<file path="src/core/rptlp_pkg.sv">
package rptlp_pkg;
  // ****************************************************
  // Register map of the device's register port
  // ****************************************************
  localparam logic [13:0] TX_LOW_OFS      = 14'h2000;
  localparam logic [13:0] TX_HIGH_OFS     = 14'h2004;
  localparam logic [13:0] TX_CTRL_OFS     = 14'h2008;
  localparam logic [13:0] CPL_STATUS_OFS  = 14'h2010;
  localparam logic [13:0] CPL_LOW_OFS     = 14'h2014;
  localparam logic [13:0] CPL_HIGH_OFS    = 14'h2018;
  localparam logic [13:0] IRQ_STATUS_OFS  = 14'h3060;
  localparam int          TX_SOP_BIT      = 1;
  localparam int          TX_EOP_BIT      = 0;
  localparam int          CPL_SOP_BIT     = 1;
  localparam int          CPL_EOP_BIT     = 0;
  localparam int          CPL_CNT_LSB     = 8;
  localparam int          CPL_CNT_MSB     = 15;
  localparam int          IRQ_CPL_BIT     = 4;
  localparam logic [31:0] RESET_WORD      = 32'h0000_0000;
  // ****************************************************
  // Controller register map (software side)
  // ****************************************************
  localparam logic [7:0]  C_TX_LOW_OFS    = 8'h00;
  localparam logic [7:0]  C_TX_HIGH_OFS   = 8'h04;
  localparam logic [7:0]  C_CMD_OFS       = 8'h08;
  localparam logic [7:0]  C_STATUS_OFS    = 8'h0c;
  localparam logic [7:0]  C_RX_LOW_OFS    = 8'h10;
  localparam logic [7:0]  C_RX_HIGH_OFS   = 8'h14;
  localparam logic [7:0]  C_RX_FLAGS_OFS  = 8'h18;
  localparam int          CMD_SEND_BIT    = 0;
  localparam int          CMD_SOP_BIT     = 1;
  localparam int          CMD_EOP_BIT     = 2;
  localparam int          CMD_POLL_BIT    = 3;
  localparam logic [31:0] UNMAPPED_WORD   = 32'h0000_0000;
endpackage : rptlp_pkg

</file>
<file path="src/core/rptlp_if.sv">
`timescale 1ns/1ps
interface rptlp_if;
  logic [13:0] address;
  logic        read;
  logic        write;
  logic [31:0] writedata;
  logic [31:0] readdata;
  logic        waitrequest;
  logic        irq;
  modport device (input address, input read, input write, input writedata,
                  output readdata, output waitrequest, output irq);
  modport host   (output address, output read, output write, output writedata,
                  input readdata, input waitrequest, input irq);
endinterface : rptlp_if

</file>
<file path="src/core/rptlp_fifo.sv">
`timescale 1ns/1ps
module rptlp_fifo #(
  parameter int W = 66,
  parameter int D = 16
) (
  input  wire logic         clk_sys,  // System clock
  input  wire logic         resetn,   // Sync reset, low
  input  wire logic         in_valid, // Push
  output logic              in_ready, // Not full
  input  wire logic [W-1:0] in_data,  // Entry in
  output logic              out_valid,// Not empty
  input  wire logic         out_ready,// Pop
  output logic [W-1:0]      out_data, // Head entry
  output logic [7:0]        count     // Entries held
);
  localparam int AW = $clog2(D);
  typedef struct packed {
    logic [AW-1:0] wp;
    logic [AW-1:0] rp;
    logic [AW:0]   n;
  } rptlp_fifo_t;
  rptlp_fifo_t s_q, s_d;
  logic [W-1:0] mem [D];
  logic push, pop;

  assign in_ready  = s_q.n != (AW+1)'(D);
  assign out_valid = s_q.n != '0;
  assign out_data  = mem[s_q.rp];
  assign count     = 8'(s_q.n);
  assign push      = in_valid && in_ready;
  assign pop       = out_valid && out_ready;

  always_comb begin
    s_d = s_q;
    if (push) s_d.wp = s_q.wp + 1'b1;
    if (pop) s_d.rp = s_q.rp + 1'b1;
    s_d.n = s_q.n + (AW+1)'(push) - (AW+1)'(pop);
  end

  always_ff @(posedge clk_sys) begin
    if (!resetn) s_q <= '0;
    else s_q <= s_d;
    if (push) mem[s_q.wp] <= in_data;
  end
endmodule : rptlp_fifo

</file>
<file path="src/core/rptlp_port.sv">
`timescale 1ns/1ps
// Notes on behaviour
// - Transmit low/high dword registers at 0x2000/4.
// - Control bit1 start, bit0 end.
// - Status [15:8] completion FIFO count (registered, plus one unless empty or full); bits 1:0 clear-on-read.
// - Status bit1 set at first completion data.
// - Status bit0 set at final completion data.
// - Completion dwords read at 0x2014/0x2018.
// - Accepts config, message, I/O, single-dword memory.
// - Assembled packets go out on direct channel.
// - Software formats headers, aligns payload.
// - Software writes both dwords every qword.
// - No type 0 device-number filtering.
// - Same writes for 64 or 128 datapath.
// - One non-posted request outstanding.
// - Software uses tags 16 to 31.
// - Start-flag write pushes first two dwords.
// - Further qwords: control write, end or not.
// - Register packets beat slave-port packets.
// - Completions buffered, moved qword by qword.
// - Software polls start, reads, checks end.
// - Completion sets sticky bit 4 at 0x3060.
module rptlp_port #(
  parameter int DEPTH = 16
) (
  input  wire logic        clk_sys,       // System clock
  input  wire logic        resetn,        // Sync reset, low
  rptlp_if.device          bus,           // Register port
  output logic [65:0]      tx_data,       // {sop,eop,high,low} qword
  output logic             tx_valid,      // Direct channel qword valid
  input  wire logic        tx_ready,      // Direct channel ready
  output logic             tx_reg_prio,   // Register packet owns channel
  input  wire logic [65:0] cpl_data,      // {sop,eop,high,low} completion qword
  input  wire logic        cpl_valid,     // Completion qword valid
  output logic             cpl_ready      // Completion FIFO ready
);
  // ****************************************************
  // State, one packed record registered as a whole
  // ****************************************************
  typedef struct packed {
    logic [31:0] tx_lo;
    logic [31:0] tx_hi;
    logic [1:0]  ctrl;
    logic [65:0] cur;
    logic        cur_v;
    logic        sop_f;
    logic        eop_f;
    logic [7:0]  cnt;
    logic        irq_f;
    logic        in_pkt;
    logic        wait_q;
    logic [31:0] rdata;
    logic [65:0] txo;
    logic        txv;
    logic        prio;
  } rptlp_port_t;
  rptlp_port_t s_q, s_d;
  logic        ff_ready, ff_valid, ff_pop;
  logic [65:0] ff_data;
  logic [7:0]  ff_cnt;
  logic        acc, wr, rd;

  // ****************************************************
  // Helpers
  // ****************************************************
  // Completion status word: registered count (FIFO count plus one unless empty or full), then start and end markers
  function automatic logic [31:0] status_word(input logic [7:0] n,
                                              input logic       s,
                                              input logic       e);
    status_word = {16'h0, n, 6'h0, s, e};
  endfunction : status_word

  // One qword for the direct channel; the same layout at any datapath width
  function automatic logic [65:0] tx_qword(input logic [31:0] w,
                                           input logic [31:0] hi,
                                           input logic [31:0] lo);
    tx_qword = {w[rptlp_pkg::TX_SOP_BIT], w[rptlp_pkg::TX_EOP_BIT], hi, lo};
  endfunction : tx_qword

  // Read of the completion high dword, which retires the shown qword
  function automatic logic is_cpl_high(input logic r, input logic [13:0] a);
    is_cpl_high = r && (a == rptlp_pkg::CPL_HIGH_OFS);
  endfunction : is_cpl_high

  // Packet-open flag after a control write: start opens, end closes
  function automatic logic next_open(input logic cur, input logic [31:0] w);
    next_open = cur;
    if (w[rptlp_pkg::TX_SOP_BIT]) next_open = 1'b1;
    if (w[rptlp_pkg::TX_EOP_BIT]) next_open = 1'b0;
  endfunction : next_open

  // ****************************************************
  // Completion FIFO
  // ****************************************************
  rptlp_fifo #(.W(66), .D(DEPTH)) u_cpl (
    .clk_sys  (clk_sys),
    .resetn   (resetn),
    .in_valid (cpl_valid),
    .in_ready (ff_ready),
    .in_data  (cpl_data),
    .out_valid(ff_valid),
    .out_ready(ff_pop),
    .out_data (ff_data),
    .count    (ff_cnt)
  );

  // ****************************************************
  // Bus slave: one wait state, answer on the next edge
  // ****************************************************
  assign acc = (bus.read || bus.write) && s_q.wait_q;
  assign wr  = acc && bus.write;
  // Reads decode in the wait state, so their word already stands at the edge
  // where waitrequest is low; the held request cannot decode a second time,
  // which keeps clear-on-read and pops to one per access
  assign rd  = bus.read && !s_q.wait_q;
  // Load the display when empty or once the final qword's high dword is read
  assign ff_pop = ff_valid && (!s_q.cur_v ||
                  (is_cpl_high(rd, bus.address) && s_q.cur[64]));

  always_comb begin
    s_d = s_q;
    s_d.wait_q = (bus.read || bus.write) && !s_q.wait_q;
    if (s_q.txv && tx_ready) s_d.txv = 1'b0;
    if (ff_valid && ff_ready) s_d.cnt = ff_cnt + 8'h1;
    else s_d.cnt = ff_cnt;
    // ****************************************************
    // Writes land at the edge where waitrequest is low
    // ****************************************************
    if (wr) begin
      unique case (bus.address)
        rptlp_pkg::TX_LOW_OFS:  s_d.tx_lo = bus.writedata;
        rptlp_pkg::TX_HIGH_OFS: s_d.tx_hi = bus.writedata;
        rptlp_pkg::TX_CTRL_OFS: begin
          s_d.ctrl = bus.writedata[1:0];
          // Every control write pushes one qword; width-independent format
          s_d.txo = tx_qword(bus.writedata, s_q.tx_hi, s_q.tx_lo);
          s_d.txv = 1'b1;
          s_d.in_pkt = next_open(s_q.in_pkt, bus.writedata);
        end
        rptlp_pkg::IRQ_STATUS_OFS:
          if (bus.writedata[rptlp_pkg::IRQ_CPL_BIT]) s_d.irq_f = 1'b0;
        default: ;
      endcase
    end
    // ****************************************************
    // Reads: decoded once, in the wait state
    // ****************************************************
    // Status read clears both markers; a load in this cycle still wins below
    if (rd) begin
      unique case (bus.address)
        rptlp_pkg::TX_LOW_OFS:  s_d.rdata = s_q.tx_lo;
        rptlp_pkg::TX_HIGH_OFS: s_d.rdata = s_q.tx_hi;
        rptlp_pkg::TX_CTRL_OFS: s_d.rdata = {30'h0, s_q.ctrl};
        rptlp_pkg::CPL_STATUS_OFS: begin
          s_d.rdata = status_word(s_q.cnt, s_q.sop_f, s_q.eop_f);
          s_d.sop_f = 1'b0;
          s_d.eop_f = 1'b0;
        end
        rptlp_pkg::CPL_LOW_OFS:  s_d.rdata = s_q.cur[31:0];
        rptlp_pkg::CPL_HIGH_OFS: begin
          s_d.rdata = s_q.cur[63:32];
          s_d.cur_v = 1'b0;
        end
        rptlp_pkg::IRQ_STATUS_OFS: s_d.rdata = {27'h0, s_q.irq_f, 4'h0};
        default: s_d.rdata = rptlp_pkg::UNMAPPED_WORD;
      endcase
    end
    // ****************************************************
    // Completion display
    // ****************************************************
    // Hardware set wins over a read clear in the same cycle
    if (ff_pop) begin
      s_d.cur   = ff_data;
      s_d.cur_v = 1'b1;
      if (ff_data[65]) begin
        s_d.sop_f = 1'b1;
        s_d.irq_f = 1'b1;
      end
      if (ff_data[64]) s_d.eop_f = 1'b1;
    end else if (!s_d.cur_v) begin
      s_d.sop_f = 1'b0;
      s_d.eop_f = 1'b0;
    end
    // Registered so the priority output comes straight from a flop
    s_d.prio = s_d.in_pkt || s_d.txv;
  end

  // ****************************************************
  // Registers and outputs
  // ****************************************************
  // Limitation: a control write while the last qword still waits replaces it;
  // the software path spaces its control writes far apart
  always_ff @(posedge clk_sys) begin
    if (!resetn) s_q <= '0;
    else s_q <= s_d;
  end

  // Read data is a register and stands until the next read decodes
  assign bus.readdata    = s_q.rdata;
  assign bus.waitrequest = !s_q.wait_q;
  assign bus.irq         = s_q.irq_f;
  assign tx_data         = s_q.txo;
  assign tx_valid        = s_q.txv;
  // Slave-port traffic must wait while a register packet is open
  assign tx_reg_prio     = s_q.prio;
  // Back-pressure completions once the FIFO is full
  assign cpl_ready       = ff_ready;
endmodule : rptlp_port

</file>
<file path="src/flat_wrapper.sv">
// flat-port wrapper written by rule: the top's interface ports become plain ports
module rptlp_port_flat 
#(
  parameter int DEPTH = 16
)
  (clk_sys, resetn, tx_data, tx_valid, tx_ready, tx_reg_prio, cpl_data, cpl_valid, cpl_ready, bus_address, bus_read, bus_write, bus_writedata, bus_readdata, bus_waitrequest, bus_irq);
  rptlp_if bus_i ();
  input  wire logic clk_sys;
  input  wire logic resetn;
  output logic [65:0] tx_data;
  output logic tx_valid;
  input  wire logic tx_ready;
  output logic tx_reg_prio;
  input  wire logic [65:0] cpl_data;
  input  wire logic cpl_valid;
  output logic cpl_ready;
  input wire logic [$bits(bus_i.address)-1:0] bus_address;
  input wire logic [$bits(bus_i.read)-1:0] bus_read;
  input wire logic [$bits(bus_i.write)-1:0] bus_write;
  input wire logic [$bits(bus_i.writedata)-1:0] bus_writedata;
  output wire logic [$bits(bus_i.readdata)-1:0] bus_readdata;
  output wire logic [$bits(bus_i.waitrequest)-1:0] bus_waitrequest;
  output wire logic [$bits(bus_i.irq)-1:0] bus_irq;
  assign bus_i.address = bus_address;
  assign bus_i.read = bus_read;
  assign bus_i.write = bus_write;
  assign bus_i.writedata = bus_writedata;
  assign bus_readdata = bus_i.readdata;
  assign bus_waitrequest = bus_i.waitrequest;
  assign bus_irq = bus_i.irq;
  rptlp_port #(.DEPTH(DEPTH)) u_core (.clk_sys(clk_sys), .resetn(resetn), .bus(bus_i), .tx_data(tx_data), .tx_valid(tx_valid), .tx_ready(tx_ready), .tx_reg_prio(tx_reg_prio), .cpl_data(cpl_data), .cpl_valid(cpl_valid), .cpl_ready(cpl_ready));
endmodule
</file>
<file path="config.mk">
export PLATFORM = sky130hd
export DESIGN_NAME = rptlp_port_flat
export DESIGN_NICKNAME = d
export VERILOG_FILES = /design/src/core/rptlp_pkg.sv /design/src/core/rptlp_if.sv /design/src/core/rptlp_fifo.sv /design/src/core/rptlp_port.sv /design/src/flat_wrapper.sv
export SDC_FILE = /design/constraint.sdc
export NUM_CORES = 1
export LEC_CHECK = 0
export ABC_AREA = 0
export BUFFER_PORTS_ARGS = -buffer_cell sky130_fd_sc_hd__buf_2
export CAP_MARGIN = 15
export CORE_MARGIN = 2
export CORE_UTILIZATION = 30
export CTS_BUF_LIST = sky130_fd_sc_hd__clkbuf_4
export DETAILED_ROUTE_END_ITERATION = 6
export PLACE_DENSITY = 0.48
export SLEW_MARGIN = 15
export SYNTH_ARGS = -nofsm -noshare
export SYNTH_HDL_FRONTEND = slang
export SYNTH_SLANG_ARGS = --single-unit
</file>
<file path="constraint.sdc">
create_clock -name clk_sys -period 6.8 [get_ports clk_sys]
set_input_delay 0.34 -clock clk_sys [delete_from_list [all_inputs] [get_ports clk_sys]]
set_output_delay 0.34 -clock clk_sys [all_outputs]
set_load 0.01 [all_outputs]
</file>
==> results of run 1 <==
-- report_power, final --
group | internal [uW] | total (uW) | switching (uW)
sequential | 9050 | 9300 | 244
combinational | 1290 | 2770 | 1480
clock | 3720 | 6890 | 3170
total | 14100 | 19000 | 4900
-- kinds of logic after synthesis --
group,after synthesis,synth area share (%)
flops,1314,72.8
xor+xnor,10,0.173
mux,276,12.0
fa+ha+maj,17,0.435
compound gates,454,6.82
buf+inv,294,3.13
simple gates,548,4.69
-- area by class of cell --
type	instances	area share, %
well taps	2204	4.56
clock inverters	73	0.761
inverters	14	0.0868
clock buffers	518	6.42
multi-input cells	1305	20.5
repair buffers	512	6.74
diodes	7	0.0289
flip-flops and latches	1314	60.9
-- worst register-to-register path: cells and delay by family, from the launching register on --
kind / cells / cell delay, ns
and+or+nand+nor: 2 / 0.33
AOI/OAI and AO/OA: 5 / 0.71
adders and majority gates: 4 / 1.21
buffers and inverters: 5 / 0.96
DFF: 1 / 0.46
-- Yosys cell counts (3+ instances only) --
cell,number,area share [%]
sky130_fd_sc_hd__o22ai_1,65,0.80
sky130_fd_sc_hd__o21ai_1,9,0.089
sky130_fd_sc_hd__a21boi_1,82,1.2
sky130_fd_sc_hd__mux4_2,264,12
sky130_fd_sc_hd__ha_1,16,0.40
sky130_fd_sc_hd__nand2b_1,4,0.049
sky130_fd_sc_hd__o2bb2ai_1,3,0.052
sky130_fd_sc_hd__clkbuf_1,112,0.83
sky130_fd_sc_hd__a22oi_1,11,0.16
sky130_fd_sc_hd__mux2i_1,10,0.20
sky130_fd_sc_hd__nor4_1,3,0.037
sky130_fd_sc_hd__a22o_1,153,2.6
sky130_fd_sc_hd__a21oi_1,9,0.089
sky130_fd_sc_hd__a221oi_1,25,0.43
sky130_fd_sc_hd__o31ai_1,5,0.074
sky130_fd_sc_hd__nand4_1,5,0.062
sky130_fd_sc_hd__buf_2,53,0.52
sky130_fd_sc_hd__nor4_4,3,0.13
sky130_fd_sc_hd__nand2_1,378,2.8
sky130_fd_sc_hd__dfxtp_1,258,10
sky130_fd_sc_hd__and2_1,16,0.20
sky130_fd_sc_hd__edfxtp_1,1056,63
sky130_fd_sc_hd__buf_6,5,0.11
sky130_fd_sc_hd__nor3_1,12,0.12
sky130_fd_sc_hd__a21boi_0,52,0.77
sky130_fd_sc_hd__inv_1,14,0.10
sky130_fd_sc_hd__or3_1,4,0.049
sky130_fd_sc_hd__buf_4,101,1.5
sky130_fd_sc_hd__a21o_1,3,0.044
sky130_fd_sc_hd__nand3_1,11,0.11
sky130_fd_sc_hd__nor2_1,81,0.60
sky130_fd_sc_hd__buf_1,9,0.067
sky130_fd_sc_hd__and3_1,5,0.062
sky130_fd_sc_hd__nor2b_1,7,0.086
sky130_fd_sc_hd__xnor2_1,8,0.14
sky130_fd_sc_hd__o21ai_0,26,0.26
-- final timing paths --
path,startpoint,endpoint,slack [ns],cells past startpoint
setup / recovery,bus_address[13],u_core.u_cpl.count[4]$_SDFF_PN0_,2.98,17
hold / removal,cpl_data[62],u_core.u_cpl.mem[7][62]$_DFFE_PP_,0.22,2
setup reg to reg,u_core.u_cpl.count[1]$_SDFF_PN0_,u_core.u_cpl.count[4]$_SDFF_PN0_,3.00,16
hold reg to reg,u_core.tx_data[60]$_SDFFE_PN0P_,u_core.tx_data[60]$_SDFFE_PN0P_,0.45,2
-- metal layers --
metal / global-route usage [%] / share of wire [%]
met5: 0 / 0.059
met4: 4.57 / 1.7
met3: 4.12 / 5.2
met2: 26.9 / 49
met1: 21.7 / 44
-- through the flow --
| step | cell area [um^2] | worst slack, ns | power (uW) |
|---|---|---|---|
| finish | 60500 | 2.98 | 19000 |
| global route | 60500 | 2.65 | 19900 |
| CTS | 60500 | 2.98 | 19300 |
| detailed placement | 53700 | 2.93 | 12200 |
| global placement | 53700 | 2.92 | 12200 |
| floorplan | 50700 | 0.351 | 11300 |
-- what timing repair did --
| item | in CTS | in global routing |
|---|---|---|
| hold buffers | 239 | 0 |
| endpoints found under the setup margin | 0 | 0 |
| hold endpoints to repair | 1314 | 0 |
| setup buffers | 0 | 0 |
-- sequential cells by signal, summed over array words and instances, names as in the netlist, named ones only --
register	flops
u_core.tx_data	66
u_core.s_q	140
u_core.tx_reg_prio	1
u_core.tx_valid	1
u_core.bus.readdata	32
u_core.u_cpl.mem	1056
u_core.bus.irq	1
u_core.u_cpl.count	5
u_core.u_cpl.s_q	8
==> impl_metrics.json, run 1 <==
{
  "source_to_sink_clock_delay_at_the_later_pin_of_the_worst_skew_pair_ns": 1.26,
  "layout-area-overhead-vs-synth_pct": 19.5,
  "postCtsResizedCells": 0,
  "final_cell_mix": "sky130_fd_sc_hd__edfxtp_1 (1056), sky130_fd_sc_hd__clkbuf_4 (518), sky130_fd_sc_hd__nand2_1 (377)",
  "cts_tree": "done",
  "timing.critical_path.slowest_cell_delay_ns": 0.68,
  "drc_errors": 0,
  "via_count_of_the_first_global_routing_pass": 29790,
  "syn_inst": 2913,
  "tritoncts.num_buffers": 360,
  "post_drt_via_cell_ratio": 4.83,
  "layout-drive-gt1-share_pct": 29.8,
  "worst_slew_pin_slew_ns": 1.09,
  "first_iter_violations": 1963,
  "cts-htree-levels": 5,
  "utilization_pct": 36.2,
  "final_common_cell": "sky130_fd_sc_hd__edfxtp_1",
  "finalNonFillerCells": 5947,
  "timing.critical_path.from_type": "input port",
  "timing.critical_path.cells": "dlygate4sd3_1 -> buf_2 -> nor3b_1 -> dlygate4sd3_1 -> nand3_2 -> o22ai_4 -> buf_4 -> ha_1 -> inv_1 -> ha_1 -> inv_1 -> fa_1 -> inv_1 -> a21oi_1 -> nor2_1 -> o21ai_0 -> a21boi_0",
  "clk_root_buffer_cell": "sky130_fd_sc_hd__clkbuf_4",
  "worst_clock_skew_ns": 0.103,
  "gr-total-overflow": 0,
  "fin_nets": 3642,
  "layout.area.seq_um2": 36900,
  "crit_path_frequent_cell": "sky130_fd_sc_hd__inv_1",
  "hold_slack_ns": 0.220,
  "ys_seq_elements": 1314,
  "global_route.usage.total_pct": 16.5,
  "pwr_density_cell_nw_per_um2": 313,
  "ys.warnings.count": 0,
  "synth_async_sr_flop_share_pct": 0,
  "clock_sinks": 1314,
  "worst_hold_path_type": "in2reg",
  "critical_path_peak_fanout": 74,
  "clk_transition_reported_paths_ns": 0.06,
  "fp.coreArea_um2": 167000,
  "critPathArrivalTime_ns": 4.92,
  "final.period_utilization_pct": 56.2,
  "pin_count_of_the_biggest_net_entering_global_routing": 115,
  "hold_viol_final": 0,
  "synth_fp_nets": 3048,
  "cpMaxStageDelayCell": "sky130_fd_sc_hd__dlygate4sd3_1",
  "timing.max_slew.rel_slack_pct": 27.0,
  "vias": 28714,
  "y_dimension_of_the_die_um": 415,
  "maxClockFrequency_mhz": 262,
  "post_synth_edffs": 1056,
  "syn_area_um2": 50700,
  "place_congestion": 0.753,
  "final-max-slew-violation-count": 0,
  "die_area_um2": 172000,
  "grt_antenna_before_repair": 17,
  "synth.yosys.seq_area_share_pct": 72.8,
  "cap_viol_max_count": 0,
  "setup_total_negative_slack_ns": 0,
  "cp_data_required_time_ns": 7.91,
  "place.detailed.hpwl_mm": 81.4,
  "synthesis.area_per_instance_um2": 17.4,
  "crit_type": "in2reg",
  "multiInputGateArea_um2": 12400,
  "placement_rows": 150,
  "port-buffer-count": 220,
  "setup.worst_path.end_class": "flop",
  "drt_wl_total_mm": 144,
  "clock_tree.buffer_depth": 4,
  "timing.final.crit_period_ns": 3.82,
  "rsz_0062_raised_after_global_routing": "no",
  "routed_wire_length_per_instance_um": 24.1,
  "netlist-cell-type-count": 62,
  "drt.antenna.violating_nets": 0,
  "number_of_cells_in_the_design_after_placement": 5109,
  "ir_drop_mv": 0.169,
  "dieWidth_um": 415,
  "synthFlopType": "sky130_fd_sc_hd__edfxtp_1",
  "initial_utilization_pct": 30.3,
  "setup_viol": 0,
  "leakagePower_uw": 0.0199,
  "filler_cell_count": 15992,
  "boundaryPins": 221,
  "drtPass1Iterations": 5,
  "status": "complete, no violations",
  "grt_first_pass_wirelength_mm": 209,
  "critPathTopFamily": "buffers and inverters",
  "cp_num_buf_inv": 7
}
No activity file was read; power rests on OpenSTA's default activity.
==> run 2, diff against run 1 <==
--- a/config.mk
+++ b/config.mk
@@ -12,7 +12,7 @@
 export CORE_UTILIZATION = 30
 export CTS_BUF_LIST = sky130_fd_sc_hd__clkbuf_4
 export DETAILED_ROUTE_END_ITERATION = 6
-export PLACE_DENSITY = 0.48
+export PLACE_DENSITY = 0.47
 export SLEW_MARGIN = 15
 export SYNTH_ARGS = -nofsm -noshare
 export SYNTH_HDL_FRONTEND = slang
==> constraint.sdc (replaced) <==
create_clock -name clk_sys -period 3.6 [get_ports clk_sys]
set_input_delay 0.18 -clock clk_sys [delete_from_list [all_inputs] [get_ports clk_sys]]
set_output_delay 0.18 -clock clk_sys [all_outputs]
set_load 0.01 [all_outputs]
==> run 2 against run 1 <==
  * Critical endpoint is now u_core.s_q[199]$_SDFFE_PN0P_
  * Count of clock-buffer cells in the layout is 4 lower
  * Non-clock buffer count is 79 higher
  * Cell count is 0.98% higher
  * First-iteration DRC count is 6.1% higher
  * Routed wire length hardly changed
  * Combinational power is 110% higher
  * Power is 88% higher
  * Critical path type unchanged
  * Clock power is 80% higher
  * Sequential power is 88% higher
  * Register-to-register slack worse by 2.6 ns
  * Final area is 1.0% higher
==> impl_metrics.json, run 2 (synthesis results as in run 1) <==
{
  "timing.max_slew.rel_slack_pct": 43.4,
  "critical_path_peak_fanout": 28,
  "drt.antenna.violating_nets": 0,
  "final_common_cell": "sky130_fd_sc_hd__edfxtp_1",
  "drt_wl_total_mm": 144,
  "first_iter_violations": 2082,
  "port-buffer-count": 220,
  "fin_nets": 3716,
  "met2_wirelength_mm": 69.7,
  "leakagePower_uw": 0.0202,
  "clk_root_buffer_cell": "sky130_fd_sc_hd__clkbuf_4",
  "place_congestion": 0.777,
  "layout-area-overhead-vs-synth_pct": 20.7,
  "worst_hold_path_startpoint": "bus_address[10]",
  "r2r_start": "u_core.u_cpl.count[1]$_SDFF_PN0_",
  "worst_slew_pin_slew_ns": 0.849,
  "clockPowerShare_pct": 34.8,
  "setup_viol": 0,
  "timing.critical_path.from_type": "input port",
  "boundaryPins": 221,
  "largest_register": "u_core.u_cpl.mem",
  "gr-total-overflow": 0,
  "share_of_power_burned_in_combinational_logic_pct": 16.1,
  "final_cell_area_um2": 61100,
  "placement.cell_area_um2": 54400,
  "power_switching_uw": 9350,
  "drc_errors": 0,
  "timing.final.crit_period_ns": 3.50,
  "grt_first_pass_wirelength_mm": 210,
  "ir_drop_mv": 0.324,
  "routed_wire_length_per_instance_um": 23.9,
  "clock_tree.buffer_depth": 4,
  "routed-wl-met3_mm": 7.87,
  "regToRegEndpoint": "u_core.s_q[143]$_SDFFE_PN0P_",
  "pin_count_of_the_biggest_net_entering_global_routing": 143,
  "y_dimension_of_the_die_um": 415,
  "clock_sinks": 1314,
  "cts-htree-levels": 5,
  "fp.coreArea_um2": 167000,
  "initial_utilization_pct": 30.3,
  "pwr_density_cell_nw_per_um2": 583,
  "final-max-slew-violation-count": 0,
  "highest-signal-layer": "met5",
  "utilization_pct": 36.5,
  "vias": 28781,
  "rsz_0062_raised_after_global_routing": "no",
  "source_to_sink_clock_delay_at_the_later_pin_of_the_worst_skew_pair_ns": 1.28,
  "die_area_um2": 172000,
  "global_route.usage.total_pct": 16.6,
  "cts_post_setup_buffers_inserted": 0,
  "status": "complete, no violations",
  "number_of_flip_flops_under_the_largest_register_name": 1056,
  "crit_type": "in2reg",
  "setup_total_negative_slack_ns": 0,
  "timing.hold.worst_path_depth": 5,
  "hold_slack_ns": 0.160,
  "grt_antenna_before_repair": 16,
  "switching_share_pct": 26.2,
  "reg2reg_slack_ns": 0.44,
  "cp_data_required_time_ns": 4.83,
  "final.period_utilization_pct": 97.1,
  "final_cell_mix": "sky130_fd_sc_hd__edfxtp_1 (1056), sky130_fd_sc_hd__clkbuf_4 (514), sky130_fd_sc_hd__nand2_1 (377)",
  "seqPwrFrac_pct": 49.1,
  "cts_tree": "done",
  "min_delay_worst_endpoint": "u_core.bus.readdata[11]$_SDFFE_PN0N_",
  "worst_hold_path_type": "in2reg",
  "layout-drive-gt1-share_pct": 30.6,
  "worst_reg_to_reg_path_cell_count": 8,
  "worst_clock_skew_ns": 0.106,
  "tritoncts.num_buffers": 355,
  "place.detailed.hpwl_mm": 86.7,
  "dieWidth_um": 415,
  "maxClockFrequency_mhz": 286,
  "via_count_of_the_first_global_routing_pass": 30125,
  "m1WireLength_mm": 63.5,
  "drtPass1Iterations": 5,
  "hold_viol_final": 0,
  "internal-power_uw": 26300,
  "post_drt_via_cell_ratio": 4.79,
  "critPathArrivalTime_ns": 4.72,
  "cap_viol_max_count": 0,
  "clk_transition_reported_paths_ns": 0.07,
  "setup.worst_path.end_class": "flop",
  "placement_rows": 150
}
## run 2: cell count changes in the layout (fill, tap and decap cells not counted), sizes merged
cell	before	now
buf	274	330
dlygate4sd3	238	261
clkinv	61	49
bufinv	7	1
clkbuf	518	514
diode	7	10
inv	19	17
## run 2: repair_timing
| item | 4_1_cts | 5_1_grt |
|---|---|---|
| endpoints found under the hold margin | 1314 | 0 |
| hold buffers | 262 | 0 |
| endpoints found under the setup margin | 0 | 1 |
| gates resized for setup | 0 | 1 |
## run 2: worst max-delay path by stage
stage                     cells after the start                        startpoint                               end
after floorplan                               7  u_core.u_cpl.count[1]$_SDFF_PN0_  u_core.u_cpl.mem[7][0]$_DFFE_PP_
after global placement                        8  u_core.u_cpl.count[1]$_SDFF_PN0_      u_core.s_q[148]$_SDFFE_PN0P_
after detailed placement                      8  u_core.u_cpl.count[1]$_SDFF_PN0_      u_core.s_q[176]$_SDFFE_PN0P_
after CTS                                    12                   bus_address[12]      u_core.s_q[199]$_SDFFE_PN0P_
after global routing                         12                   bus_address[12]      u_core.s_q[199]$_SDFFE_PN0P_
final                                        12                    bus_address[4]      u_core.s_q[199]$_SDFFE_PN0P_
## run 2: layout make-up
type	instances	area, um^2
Clock buffer	514	3860
Fill cell	16030	106000
Timing Repair Buffer	591	4920
Multi-Input combinational cell	1305	12400
Clock inverter	53	230
Sequential cell	1314	36900
Antenna cell	10	25.0
Tap cell	2204	2760
Inverter	14	52.6
## run 2: worst max-delay path: stages
cell	delay, ns
sky130_fd_sc_hd__dlygate4sd3_1	0.58
sky130_fd_sc_hd__buf_2	0.19
sky130_fd_sc_hd__nor4_1	0.33
sky130_fd_sc_hd__dlygate4sd3_1	0.61
sky130_fd_sc_hd__and4_1	0.22
sky130_fd_sc_hd__dlygate4sd3_1	0.73
sky130_fd_sc_hd__nor2b_4	0.30
sky130_fd_sc_hd__buf_12	0.22
sky130_fd_sc_hd__nand2_1	0.07
sky130_fd_sc_hd__dlygate4sd3_1	0.55
sky130_fd_sc_hd__a21boi_1	0.15
sky130_fd_sc_hd__dlygate4sd3_1	0.57
## run 2: per-layer routing
layer	vias to the layer above	track usage [%]
li1	12888	-
met1	14820	21.8
met2	861	27.4
met3	208	4.05
met4	4	4.41
met5	-	0
## run 2: power by group through the flow
stage                     Clock, uW  Sequential [uW]  Combinational [uW]
after detailed placement          0            17800                5620
after global placement            0            17800                5620
after CTS                     12800            17500                5870
after global routing          13700            17600                6200
final                         12400            17500                5740
after floorplan                   0            17600                3620
## run 2: metrics by stage
stage / worst slack (ns) / total power (uW) / std cells
after global routing: 0.0817 / 37400 / 6003
final: 0.103 / 35600 / 6005
after global placement: 0.542 / 23400 / 5166
after detailed placement: 0.470 / 23500 / 5166
after floorplan: -1.08 / 21200 / 2913
after CTS: 0.288 / 36200 / 5995
